## config.mk

```make
export PLATFORM = sky130hd
export DESIGN_NAME = bba_core
export DESIGN_NICKNAME = d
export VERILOG_FILES = /design/src/hw/bba_pkg.sv /design/src/hw/bba_core.sv /design/src/hw/bba_adder.sv /design/src/hw/bba_bitmask.sv
export SDC_FILE = /design/constraint.sdc
export NUM_CORES = 2
export LEC_CHECK = 0
export CAP_MARGIN = 30
export CORE_MARGIN = 4
export CORE_UTILIZATION = 35
export CTS_BUF_LIST = sky130_fd_sc_hd__clkbuf_16
export DETAILED_ROUTE_END_ITERATION = 8
export DONT_BUFFER_PORTS = 1
export GPL_ROUTABILITY_DRIVEN = 0
export PLACE_DENSITY = 0.52
export SYNTH_ARGS = -nofsm -noshare
export SYNTH_HDL_FRONTEND = slang
export SYNTH_SLANG_ARGS = --single-unit
```

## constraint.sdc

```tcl
create_clock -name clk -period 17.4 [get_ports clk]
set_input_delay 1.74 -clock clk [delete_from_list [all_inputs] [get_ports clk]]
set_output_delay 1.74 -clock clk [all_outputs]
set_load 0.01 [all_outputs]
```

## src/hw/bba_pkg.sv

```systemverilog
package bba_pkg;

  // datapath widths
  localparam int DATA_W = 8;
  localparam int NIB_W = 4;
  localparam int FILE_ADDR_W = 7;
  localparam int BIT_SEL_W = 3;

  // register map, byte addresses on the 12-bit local window
  localparam logic [11:0] OFF_CTRL = 12'h000;
  localparam logic [11:0] OFF_ACC = 12'h004;
  localparam logic [11:0] OFF_FLAGS = 12'h008;
  localparam logic [11:0] OFF_STAT = 12'h00C;
  localparam logic [2:0] FILE_WIN_SEL = 3'h1;
  localparam logic [19:0] HIGH_ADDR_ZERO = 20'h00000;

  // field positions
  localparam int CTRL_EXEC_BIT = 0;
  localparam int FLAG_CARRY_BIT = 0;
  localparam int FLAG_NIBBLE_BIT = 1;
  localparam int FLAG_ZERO_BIT = 2;
  localparam int STAT_SQUASH_BIT = 0;
  localparam int STAT_COUNT_LSB = 16;

  // reset values and other constants
  localparam logic CTRL_EXEC_RST = 1'b1;
  localparam logic [7:0] ACC_RST = 8'h00;
  localparam logic [15:0] COUNT_RST = 16'h0000;
  localparam logic [31:0] WORD_ZERO = 32'h00000000;
  localparam logic [7:0] BYTE_ZERO = 8'h00;
  localparam logic [15:0] COUNT_ONE = 16'h0001;

  // operation codes from the decoder
  typedef enum logic [2:0] {
    SUM_IMMEDIATE_OP = 3'h0,
    SUM_REGISTER_OP = 3'h1,
    MASK_IMMEDIATE_OP = 3'h2,
    MASK_REGISTER_OP = 3'h3,
    BIT_CLEAR_OP = 3'h4,
    BIT_SET_OP = 3'h5,
    SKIP_IF_LOW_OP = 3'h6,
    SKIP_IF_HIGH_OP = 3'h7
  } bba_op_e;

  // sequencing states
  typedef enum logic [1:0] {
    ST_RUN = 2'h1,
    ST_SQUASH = 2'h2
  } bba_state_e;

  // one instruction as handed over by the decoder
  typedef struct packed {
    bba_op_e op;
    logic [FILE_ADDR_W-1:0] fileAddr;
    logic [BIT_SEL_W-1:0] bitSel;
    logic destSel;
    logic [DATA_W-1:0] literal;
  } bba_instr_s;

  typedef struct packed {
    logic zero;
    logic nibbleRippleOut;
    logic carry;
  } bba_flags_s;

  typedef struct packed {
    bba_state_e state;
    logic [DATA_W-1:0] acc;
    bba_flags_s flags;
    logic execEn;
    logic [15:0] opCount;
    logic opReady;
    logic opDone;
    logic pready;
    logic pslverr;
    logic [31:0] prdata;
  } bba_core_state_s;

endpackage

```

## src/hw/bba_core.sv

```systemverilog
// Operation
// RQ1: immediate sum adds literal to accumulator, result to accumulator, updates carry, nibble, zero.
// RQ2: register sum adds accumulator and file register; destination select picks accumulator or register.
// RQ3: immediate mask ANDs accumulator with literal into accumulator; only zero changes.
// RQ4: register mask ANDs accumulator with file register; destination select picks target; only zero.
// RQ5: bit clear zeroes one selected bit of a file register; flags untouched.
// RQ6: bit set forces one selected bit of a file register high; flags untouched.
// RQ7: skip-if-low discards the next instruction when the tested bit is zero.
// RQ8: skip-if-high discards the next instruction when the tested bit is one.
// RQ9: every operation takes one cycle; a met skip adds one squash cycle.
// RQ10: carry from bit 7, nibble carry from bit 3, zero when result is zero.
//
// Added by the designer: the APB register port and the register addresses.
`timescale 1ns/1ps
module bba_core #(
  parameter int FILE_DEPTH = 128
) (
  input wire logic clk,
  input wire logic srst,
  input wire logic opValid,
  input wire bba_pkg::bba_instr_s instr,
  output logic opReady,
  output logic opDone,
  output logic [bba_pkg::DATA_W-1:0] accOut,
  output bba_pkg::bba_flags_s statusOut,
  output logic skipSquash,
  input wire logic psel,
  input wire logic penable,
  input wire logic pwrite,
  input wire logic [31:0] paddr,
  input wire logic [31:0] pwdata,
  output logic [31:0] prdata,
  output logic pready,
  output logic pslverr
);
  localparam int AW = bba_pkg::FILE_ADDR_W;
  localparam int DW = bba_pkg::DATA_W;

  if (FILE_DEPTH < 1 || FILE_DEPTH > (1 << AW)) begin : g_depth_check
    $error("bba_core: file depth does not fit the address field");
  end

  bba_pkg::bba_core_state_s st_reg;
  bba_pkg::bba_core_state_s st_next;
  logic [DW-1:0] fileMem [FILE_DEPTH];

  logic [DW-1:0] fileRd;
  logic [DW-1:0] bitHot;
  logic bitVal;
  logic [DW-1:0] addB;
  logic [DW-1:0] sumRes;
  logic sumCarry;
  logic sumNibble;
  logic [DW-1:0] maskRes;
  logic accept;
  logic fire;
  logic squashing;
  logic memWe;
  logic [AW-1:0] memAddr;
  logic [DW-1:0] memData;
  logic [11:0] localAddr;
  logic highZero;
  logic inWin;
  logic [AW-1:0] winIdx;
  logic apbAccess;
  logic apbCommit;
  logic mapped;
  logic [31:0] rdWord;

  bba_adder #(
    .W(DW),
    .NIB(bba_pkg::NIB_W)
  ) u_adder (
    .a(st_reg.acc),
    .b(addB),
    .sum(sumRes),
    .carryOut(sumCarry),
    .nibbleOut(sumNibble)
  );

  bba_bitmask #(
    .W(DW),
    .SEL_W(bba_pkg::BIT_SEL_W)
  ) u_bitmask (
    .sel(instr.bitSel),
    .mask(bitHot)
  );

  assign fileRd = fileMem[instr.fileAddr];
  assign bitVal = |(fileRd & bitHot);
  assign addB = (instr.op == bba_pkg::SUM_REGISTER_OP) ? fileRd : instr.literal;
  assign maskRes = (instr.op == bba_pkg::MASK_REGISTER_OP) ? (st_reg.acc & fileRd) : (st_reg.acc & instr.literal);
  assign accept = opValid & st_reg.opReady;
  assign squashing = (st_reg.state == bba_pkg::ST_SQUASH);
  assign fire = accept & ~squashing;

  assign localAddr = paddr[11:0];
  assign highZero = (paddr[31:12] == bba_pkg::HIGH_ADDR_ZERO);
  assign inWin = highZero & (localAddr[11:9] == bba_pkg::FILE_WIN_SEL);
  assign winIdx = localAddr[AW+1:2];
  assign apbAccess = psel & penable & ~st_reg.pready;
  assign apbCommit = psel & penable & st_reg.pready & pwrite & ~st_reg.pslverr;

  always_comb begin
    mapped = 1'b0;
    rdWord = bba_pkg::WORD_ZERO;
    if (inWin) begin
      mapped = 1'b1;
      rdWord[DW-1:0] = fileMem[winIdx];
    end else if (highZero) begin
      case (localAddr)
        bba_pkg::OFF_CTRL: begin
          mapped = 1'b1;
          rdWord[bba_pkg::CTRL_EXEC_BIT] = st_reg.execEn;
        end
        bba_pkg::OFF_ACC: begin
          mapped = 1'b1;
          rdWord[DW-1:0] = st_reg.acc;
        end
        bba_pkg::OFF_FLAGS: begin
          mapped = 1'b1;
          rdWord[bba_pkg::FLAG_CARRY_BIT] = st_reg.flags.carry;
          rdWord[bba_pkg::FLAG_NIBBLE_BIT] = st_reg.flags.nibbleRippleOut;
          rdWord[bba_pkg::FLAG_ZERO_BIT] = st_reg.flags.zero;
        end
        bba_pkg::OFF_STAT: begin
          mapped = 1'b1;
          rdWord[bba_pkg::STAT_SQUASH_BIT] = squashing;
          rdWord[bba_pkg::STAT_COUNT_LSB +: 16] = st_reg.opCount;
        end
        default: begin
          mapped = 1'b0;
        end
      endcase
    end
  end

  always_comb begin
    st_next = st_reg;
    st_next.opDone = 1'b0;
    memWe = 1'b0;
    memAddr = instr.fileAddr;
    memData = fileRd;

    if (fire) begin
      st_next.opDone = 1'b1;
      st_next.opCount = st_reg.opCount + bba_pkg::COUNT_ONE;
      case (instr.op)
        bba_pkg::SUM_IMMEDIATE_OP: begin
          st_next.acc = sumRes; // RQ1
          st_next.flags.carry = sumCarry; // RQ10
          st_next.flags.nibbleRippleOut = sumNibble; // RQ10
          st_next.flags.zero = (sumRes == bba_pkg::BYTE_ZERO); // RQ10
        end
        bba_pkg::SUM_REGISTER_OP: begin
          if (instr.destSel) begin
            memWe = 1'b1; // RQ2
            memData = sumRes;
          end else begin
            st_next.acc = sumRes; // RQ2
          end
          st_next.flags.carry = sumCarry; // RQ10
          st_next.flags.nibbleRippleOut = sumNibble; // RQ10
          st_next.flags.zero = (sumRes == bba_pkg::BYTE_ZERO); // RQ10
        end
        bba_pkg::MASK_IMMEDIATE_OP: begin
          st_next.acc = maskRes; // RQ3
          st_next.flags.zero = (maskRes == bba_pkg::BYTE_ZERO); // RQ3
        end
        bba_pkg::MASK_REGISTER_OP: begin
          if (instr.destSel) begin
            memWe = 1'b1; // RQ4
            memData = maskRes;
          end else begin
            st_next.acc = maskRes; // RQ4
          end
          st_next.flags.zero = (maskRes == bba_pkg::BYTE_ZERO); // RQ4
        end
        bba_pkg::BIT_CLEAR_OP: begin
          memWe = 1'b1;
          memData = fileRd & ~bitHot; // RQ5
        end
        bba_pkg::BIT_SET_OP: begin
          memWe = 1'b1;
          memData = fileRd | bitHot; // RQ6
        end
        bba_pkg::SKIP_IF_LOW_OP: begin
          if (!bitVal) begin
            st_next.state = bba_pkg::ST_SQUASH; // RQ7
          end
        end
        bba_pkg::SKIP_IF_HIGH_OP: begin
          if (bitVal) begin
            st_next.state = bba_pkg::ST_SQUASH; // RQ8
          end
        end
        default: begin
          st_next.opDone = 1'b0;
        end
      endcase
    end else if (accept) begin
      // discarded instruction runs as a no-operation
      st_next.state = bba_pkg::ST_RUN; // RQ9
    end

    if (apbCommit) begin
      if (inWin) begin
        memWe = 1'b1;
        memAddr = winIdx;
        memData = pwdata[DW-1:0];
      end else begin
        case (localAddr)
          bba_pkg::OFF_CTRL: begin
            st_next.execEn = pwdata[bba_pkg::CTRL_EXEC_BIT];
          end
          bba_pkg::OFF_ACC: begin
            st_next.acc = pwdata[DW-1:0];
          end
          bba_pkg::OFF_FLAGS: begin
            st_next.flags.carry = pwdata[bba_pkg::FLAG_CARRY_BIT];
            st_next.flags.nibbleRippleOut = pwdata[bba_pkg::FLAG_NIBBLE_BIT];
            st_next.flags.zero = pwdata[bba_pkg::FLAG_ZERO_BIT];
          end
          default: begin
            st_next.opCount = st_next.opCount;
          end
        endcase
      end
    end

    st_next.pready = apbAccess;
    st_next.pslverr = apbAccess & ~mapped;
    st_next.prdata = (apbAccess && mapped && !pwrite) ? rdWord : bba_pkg::WORD_ZERO;
    // decoder is held off while a bus access commits or execution is disabled
    st_next.opReady = ~apbAccess & st_next.execEn;
  end

  always_ff @(posedge clk) begin
    if (srst) begin
      st_reg.state <= bba_pkg::ST_RUN;
      st_reg.acc <= bba_pkg::ACC_RST;
      st_reg.flags <= '0;
      st_reg.execEn <= bba_pkg::CTRL_EXEC_RST;
      st_reg.opCount <= bba_pkg::COUNT_RST;
      st_reg.opReady <= 1'b0;
      st_reg.opDone <= 1'b0;
      st_reg.pready <= 1'b0;
      st_reg.pslverr <= 1'b0;
      st_reg.prdata <= bba_pkg::WORD_ZERO;
    end else begin
      st_reg <= st_next;
    end
  end

  always_ff @(posedge clk) begin
    if (memWe) begin
      fileMem[memAddr] <= memData;
    end
  end

  assign opReady = st_reg.opReady;
  assign opDone = st_reg.opDone;
  assign accOut = st_reg.acc;
  assign statusOut = st_reg.flags;
  assign skipSquash = squashing;
  assign prdata = st_reg.prdata;
  assign pready = st_reg.pready;
  assign pslverr = st_reg.pslverr;

  // checks
  logic isSumI;
  logic isSumR;
  logic isMaskI;
  logic isMaskR;
  logic isBitWr;
  logic isSkipL;
  logic isSkipH;
  assign isSumI = fire & (instr.op == bba_pkg::SUM_IMMEDIATE_OP);
  assign isSumR = fire & (instr.op == bba_pkg::SUM_REGISTER_OP);
  assign isMaskI = fire & (instr.op == bba_pkg::MASK_IMMEDIATE_OP);
  assign isMaskR = fire & (instr.op == bba_pkg::MASK_REGISTER_OP);
  assign isBitWr = fire & ((instr.op == bba_pkg::BIT_CLEAR_OP) | (instr.op == bba_pkg::BIT_SET_OP));
  assign isSkipL = fire & (instr.op == bba_pkg::SKIP_IF_LOW_OP);
  assign isSkipH = fire & (instr.op == bba_pkg::SKIP_IF_HIGH_OP);

  a_sum_imm_acc: assert property (@(posedge clk) disable iff (srst) // RQ1
    isSumI |=> (accOut == $past(accOut + instr.literal)) && (statusOut.nibbleRippleOut == $past(sumNibble)))
    else $error("immediate sum result wrong");
  a_sum_reg_dest: assert property (@(posedge clk) disable iff (srst) // RQ2
    isSumR && instr.destSel |=> $stable(accOut) && (statusOut.carry == $past(sumCarry)))
    else $error("register sum disturbed accumulator");
  a_mask_imm_flags: assert property (@(posedge clk) disable iff (srst) // RQ3
    isMaskI |=> $stable(statusOut.carry) && $stable(statusOut.nibbleRippleOut) && (accOut == $past(maskRes)))
    else $error("immediate mask changed carry flags");
  a_mask_reg_zero: assert property (@(posedge clk) disable iff (srst) // RQ4
    isMaskR |=> (statusOut.zero == ($past(maskRes) == bba_pkg::BYTE_ZERO)) && $stable(statusOut.carry))
    else $error("register mask zero flag wrong");
  a_bit_write_quiet: assert property (@(posedge clk) disable iff (srst) // RQ5
    isBitWr |=> $stable(statusOut) && $stable(accOut))
    else $error("bit write touched flags or accumulator");
  a_bit_write_mem: assert property (@(posedge clk) disable iff (srst) // RQ6
    isBitWr |-> memWe && (memData[instr.bitSel] == (instr.op == bba_pkg::BIT_SET_OP)) &&
      ((memData ^ fileRd) == (bitHot & (fileRd ^ memData))))
    else $error("bit write changed other bits");
  a_skip_low_squash: assert property (@(posedge clk) disable iff (srst) // RQ7
    isSkipL |=> (skipSquash == !$past(bitVal)) && $stable(statusOut))
    else $error("skip-if-low squash wrong");
  a_skip_high_squash: assert property (@(posedge clk) disable iff (srst) // RQ8
    isSkipH |=> (skipSquash == $past(bitVal)) && $stable(statusOut))
    else $error("skip-if-high squash wrong");
  a_squash_one_slot: assert property (@(posedge clk) disable iff (srst) // RQ9
    skipSquash && accept |=> !skipSquash && !opDone && $stable(accOut))
    else $error("squash slot did not discard exactly one op");
  a_sum_carry_zero: assert property (@(posedge clk) disable iff (srst) // RQ10
    (isSumI || isSumR) |=> (statusOut.carry == $past(({1'b0, accOut} + {1'b0, addB}) >> bba_pkg::DATA_W)) &&
      (statusOut.zero == ($past(sumRes) == bba_pkg::BYTE_ZERO)))
    else $error("sum carry or zero flag wrong");
endmodule // bba_core

```

## src/hw/bba_adder.sv

```systemverilog
`timescale 1ns/1ps
module bba_adder #(
  parameter int W = 8,
  parameter int NIB = 4
) (
  input wire logic [W-1:0] a,
  input wire logic [W-1:0] b,
  output logic [W-1:0] sum,
  output logic carryOut,
  output logic nibbleOut
);
  logic [W:0] full;
  logic [NIB:0] low;

  if (NIB < 1 || NIB >= W) begin : g_nib_check
    $error("bba_adder: nibble width out of range");
  end

  // carry out of the top bit and out of the low nibble
  assign full = {1'b0, a} + {1'b0, b}; // RQ10
  assign low = {1'b0, a[NIB-1:0]} + {1'b0, b[NIB-1:0]}; // RQ10
  assign sum = full[W-1:0];
  assign carryOut = full[W];
  assign nibbleOut = low[NIB];
endmodule // bba_adder

```

## src/hw/bba_bitmask.sv

```systemverilog
`timescale 1ns/1ps
module bba_bitmask #(
  parameter int W = 8,
  parameter int SEL_W = 3
) (
  input wire logic [SEL_W-1:0] sel,
  output logic [W-1:0] mask
);
  if (W > (1 << SEL_W)) begin : g_sel_check
    $error("bba_bitmask: select too narrow for width");
  end

  // one-hot mask of the selected bit position
  for (genvar i = 0; i < W; i++) begin : g_bit
    assign mask[i] = (sel == SEL_W'(i));
  end
endmodule // bba_bitmask

```

=== Word level (Yosys, flattened, before mapping) ===
Memory sizes are Yosys's and may differ from the RTL's.
Cells that the tools add are included.
Widths: inputs -> output; s select.

* Multiplexer cells: 42
* Reduce and logical (&&, ||, !) cells: 18
* Bitwise operators: 24
* Equal/unequal tests: 22
* $add $sub $neg: 3

{| class="wikitable"
|+ Operator list
! cell !! count
|-
| $mux 8 || 12
|-
| $mux 28 || 2
|-
| $pmux 9 s4 || 1
|-
| $and 8x8->8 || 4
|-
| $pmux 8 s4 || 1
|-
| $eq 12x4->1 const B || 2
|-
| $eq 3x3->1 const B || 8
|-
| $logic_not 20->1 || 1
|-
| $add 16x1->16 const B || 1
|-
| $logic_not 8->1 || 2
|-
| $mux 16 || 1
|-
| $mux 7 || 2
|-
| $eq 12x3->1 const B || 1
|-
| $eq 3x2->1 const B || 4
|-
| $logic_not 12->1 || 1
|-
| $mux 1 || 11
|-
| $mux 11 || 1
|-
| $and 1x1->1 || 10
|-
| $mux 2 || 5
|-
| $add 8x8->9 || 1
|-
| $eq 3x1->1 const B || 3
|-
| $not 1->1 || 8
|-
| $not 8->8 || 1
|-
| $or 8x8->8 || 1
|-
| other kinds (18) || 25
|}

* Word-level logic and storage cells: 124
* RAM bits: 1024
* Memories: 1
* Flip-flop bits (word level): 66

{| class="wikitable"
|+ Memories
! memory !! words !! width !! read ports !! clocked after Yosys merged registers in !! write ports !! line !! source
|-
| fileMem || 128 || 8 || 2 || 0 || 1 || bba_core.sv:45 || <nowiki>logic [DW-1:0] fileMem [FILE_DEPTH];</nowiki>
|}

=== Logic depth before layout (Yosys ltp) ===
* Word-level depth: 10
* Depth in mapped cells: 23
* Mapped depth without buffers: 18

=== Hierarchy ===
From an unflattened synthesis, not the netlist that was laid out.

* Cells, all modules: 3092
* Area, all modules: 52441.5 um^2

{| class="wikitable"
|+ Modules (own cells, without submodules)
! module !! area an instance (um^2) !! cells each !! instances
|-
| bba_core || 52037.4 || 3041 || 1
|-
| bba_adder || 339.1 || 43 || 1
|-
| bba_bitmask || 65.1 || 8 || 1
|}

=== Worst setup path after synthesis ===
No wires, ideal clock.

* Kind: input to register
* From: input instr[12] (netlist bit)
* To: memory fileMem[0][6] (netlist bit) (data pin)
* Stages on the path: 21
* Setup slack: 5.876 ns
* Data arrival time: 10.327 ns
* Required time: 16.203 ns
* Buffers on the path: 4
* Cells stage by stage: buf_6 > buf_12 > buf_12 > buf_12 > mux4_1 > a22oi_1 > nand4_1 > o22a_1 > nand2_1 > o21ai_0 > ha_1 > fa_1 > a21o_1 > a21oi_1 > nor2b_1 > o21a_1 > o21a_1 > nor2_1 > a22oi_1 > o22a_1 > o21ai_0

* Word-level cells in the longest chain between the ends: 8

{| class="wikitable"
|+ RTL lines
! element !! line !! source
|-
| start, declared || bba_core.sv:21 || <nowiki>input wire bba_pkg::bba_instr_s instr,</nowiki>
|-
| $mem_v2 128x8 * || n/a ||
|-
| $mux 8 or $and 8x8->8 (tied branches) || bba_core.sv:91, bba_core.sv:92 ||
|-
| $add 8x8->9 or $mux 8 (tied branches) || bba_adder.sv:20, bba_core.sv:92 ||
|-
| $mux 8 (on tied branches) || bba_core.sv:156, bba_core.sv:171 ||
|-
| $pmux 8 s4 || bba_core.sv:148 || <nowiki>case (instr.op)</nowiki>
|-
| $mux 8 * || bba_core.sv:145 || <nowiki>if (fire) begin</nowiki>
|-
| $mux 8 || bba_core.sv:207 || <nowiki>if (inWin) begin</nowiki>
|-
| $mux 8 * || bba_core.sv:206 || <nowiki>if (apbCommit) begin</nowiki>
|-
| named net memData[6] || bba_core.sv:60 || <nowiki>logic [DW-1:0] memData;</nowiki>
|-
| end, declared || bba_core.sv:45 ||
|}

The timed path passes the listed nets; every way through them passes the cells marked *.

=== Final worst setup path ===
* From: input instr[13] (netlist bit)
* To: memory fileMem[71][4] (netlist bit) (data pin)

The elaborated chain is that of the path after synthesis.

==> metrics <==
initial antenna violation count 5; Buf/Inv on CP 3; initial core utilization 35.19%; die height ~400 µm; routing usage on met1 between 20% and 30%; total track usage a little over a fifth; crit path DAT between 8 and 9 ns; hold buffers post-CTS 0; share of the synthesized area in the top cell type 58.42%; critical path's most frequent cell buf_4; clock-pin slew on the worst setup and hold paths 0.06 ns; Nets 3,136; Top FF cell, synth edfxtp_1; total die area approximately 0.16 mm²; Overflow after GRT 0; worst-path cell chain nor2b_4, buf_4, buf_4, a22oi_1, and3_1, a31oi_1, a41oi_1, nand2_1, o21ai_0, ha_1, fa_1, a21o_1, a21oi_1, xnor2_1, a22oi_1, o211ai_1, o21a_4, buf_4; CTS Root Cell clkbuf_16; max-cap viol count 0; post-synthesis cell count 3,098; final hold violation count 0; register area share after synthesis a little over 60%; Place WS 8.845 ns; worst skew pair latency between 0.7 and 0.8 ns; peak supply drop 0.00008957 V; post-CTS resize count 0; max-slew violations 0; Finished Cell Area between 0.05 and 0.06 mm²; Placeable Area around 0.15 mm²; commonest non-fill, non-tap cell in the layout edfxtp_1; Routed Antenna Nets 0; routing usage on met2 34.13%; Port Buf Inserts 0; most frequent cells in the layout 1,024 x edfxtp_1, 469 x mux4_2, 212 x nor2_1; final wirelength approximately 180 mm; Lkg Pwr between 0.015 and 0.02 µW; setup slack after layout 9.250 ns; maximum buffer depth of the clock tree 3; CP peak stage delay roughly 0.78 ns; DP Wirelength roughly 110 mm; WP data required 17.81 ns; Die X around 400 µm; Hold Path Class register to register; Detailed Route Iter0 Violations between 3k and 4k; layout cell share with drive strength beyond 1 around a quarter; CP Launch Type input pin; synthesis-stage register bit count around 1.1k; area leader, netlist edfxtp_1; Rel. slew slack ~14%; CTS Sinks approximately 1.1k; final setup fails 0; Synthesis Warnings 0; number of flip-flops in the largest register between 1k and 1.5k; Post-CTS Setup Inserts 0; syn_area_per_cell about 17 µm²; worst-case clock skew approximately 0.053 ns; TritonCTS clock tree done; first-pass GRT wire length ~250 mm; largest net degree at the start of global routing between 300 and 400; RSZ-0062 raised after global routing no; maximum clock rate 0.1227 GHz; vias per inst approximately 6.2; pwr dens roughly 100 mW/mm²; post-synth design cell area around 0.053 mm²; Setup CP Type input pin to register; drt pass-1 iters 8; Wirelength per Cell between 30 and 40 µm; TritonCTS buffer count 114; # IOs 140; CP endpoint kind register; largest cells by area after synthesis edfxtp_1 58%, mux4_2 20%, mux2i_1 3.8%; vias post-DR between 30k and 40k; number of remaining DRC errors 0; Slew @ Worst Pin 1.285 ns; placed cell areas 0.05438 mm²; M3 GR Usage 5.676%; area added between synthesis and finish 10.51%; Sum Neg Setup Slack 0 ns; Post-synth EDFFs just over 1k; distinct cell type count after synthesis 80; outcome finished, final reports clean; Period minus WS final slightly above 8 ns; fin crit share a little under half; CP Max Fanout 170; H-Tree Depth 3; ys async rst share 0%; Crit-path slowest cell buf_4; global routing's busiest layer met2; vias in the first global route roughly 32k; Placement Rows ~140; delay-heaviest family, CP compound AO/OA/AOI/OAI gates
## cells by family (layout without fill, tap and decap cells)
group / after synthesis / in the layout / synth area share [%]
flip-flops: 1082 / 1082 / 60.62
multiplexers: 702 / 702 / 25.00
AND/OR/NAND/NOR: 557 / 557 / 5.127
AO/OA/AOI/OAI: 432 / 432 / 5.522
buffers and inverters: 298 / 325 / 3.207
XOR/XNOR: 16 / 16 / 0.2662
adder cells (fa/ha/maj): 10 / 10 / 0.2520
other: 1 / 9 / 0.007124
## through the flow
| step | hold WS, ns | power, µW | cells | utilization (%) |
|---|---|---|---|---|
| 3_3_place_gp | 0.4630 | 3457 | 4882 | 36.11 |
| 4_1_cts | 0.4829 | 5877 | 5134 | 38.80 |
| 6_report | 0.4845 | 5847 | 5149 | 38.88 |
| 2_1_floorplan | 0.4504 | 3376 | 3105 | - |
| 3_5_place_dp | 0.4732 | 3474 | 4920 | 36.35 |
| 5_1_grt | 0.5076 | 6008 | 5148 | 38.88 |
## worst register-to-register path: cells and delay by family, from the launching register on
kind	cells	cell delay [ns]
AND/OR/NAND/NOR	2	0.41
multiplexers	3	1.02
flip-flops	1	0.38
adder cells (fa/ha/maj)	1	0.28
XOR/XNOR	1	0.29
AO/OA/AOI/OAI	9	2.14
buffers and inverters	4	1.14
## routing by layer
| metal | vias to the layer above | wire, µm |
|---|---|---|
| met5 | - | 24 |
| met4 | 4 | 7835 |
| met3 | 374 | 17320 |
| met2 | 1783 | 80400 |
| met1 | 16890 | 69440 |
| li1 | 12780 | - |
## cells in the mapped netlist, drive strengths merged, types with 39 or more instances
| cell | number |
|---|---|
| nand2 | 93 |
| edfxtp | 1024 |
| nor2 | 215 |
| mux2i | 202 |
| a22oi | 114 |
| a21oi | 89 |
| o21ai | 55 |
| buf | 166 |
| mux4 | 484 |
| clkbuf | 116 |
| nand3 | 44 |
| nor3 | 39 |
| dfxtp | 58 |
## layout make-up
class                   instances  area (µm²)
diodes                          1       2.502
clock buffers                 117        2928
clock inverters                97       734.5
fillers                     13620       91430
inverters                      16       60.06
multi-input cells            1725       19200
flip-flops and latches       1082       31910
well taps                    2016        2522
repair buffers                 95       810.8
## power breakdown
part | switching [µW] | internal, µW
Sequential | 3.50 | 2940
Clock | 1050 | 1370
Combinational | 307 | 182
Total | 1360 | 4490
## final timing paths
path | from | to | slack, ns | cells past startpoint
max | instr[13] | fileMem[71][4] | 9.25 | 18
min reg2reg | st_reg[46] | st_reg[46] | 0.48 | 2
max reg2reg | fileMem[27][1] | fileMem[68][5] | 11.10 | 20
min | st_reg[46] | st_reg[46] | 0.48 | 2
(Power assumes the default switching activity.)
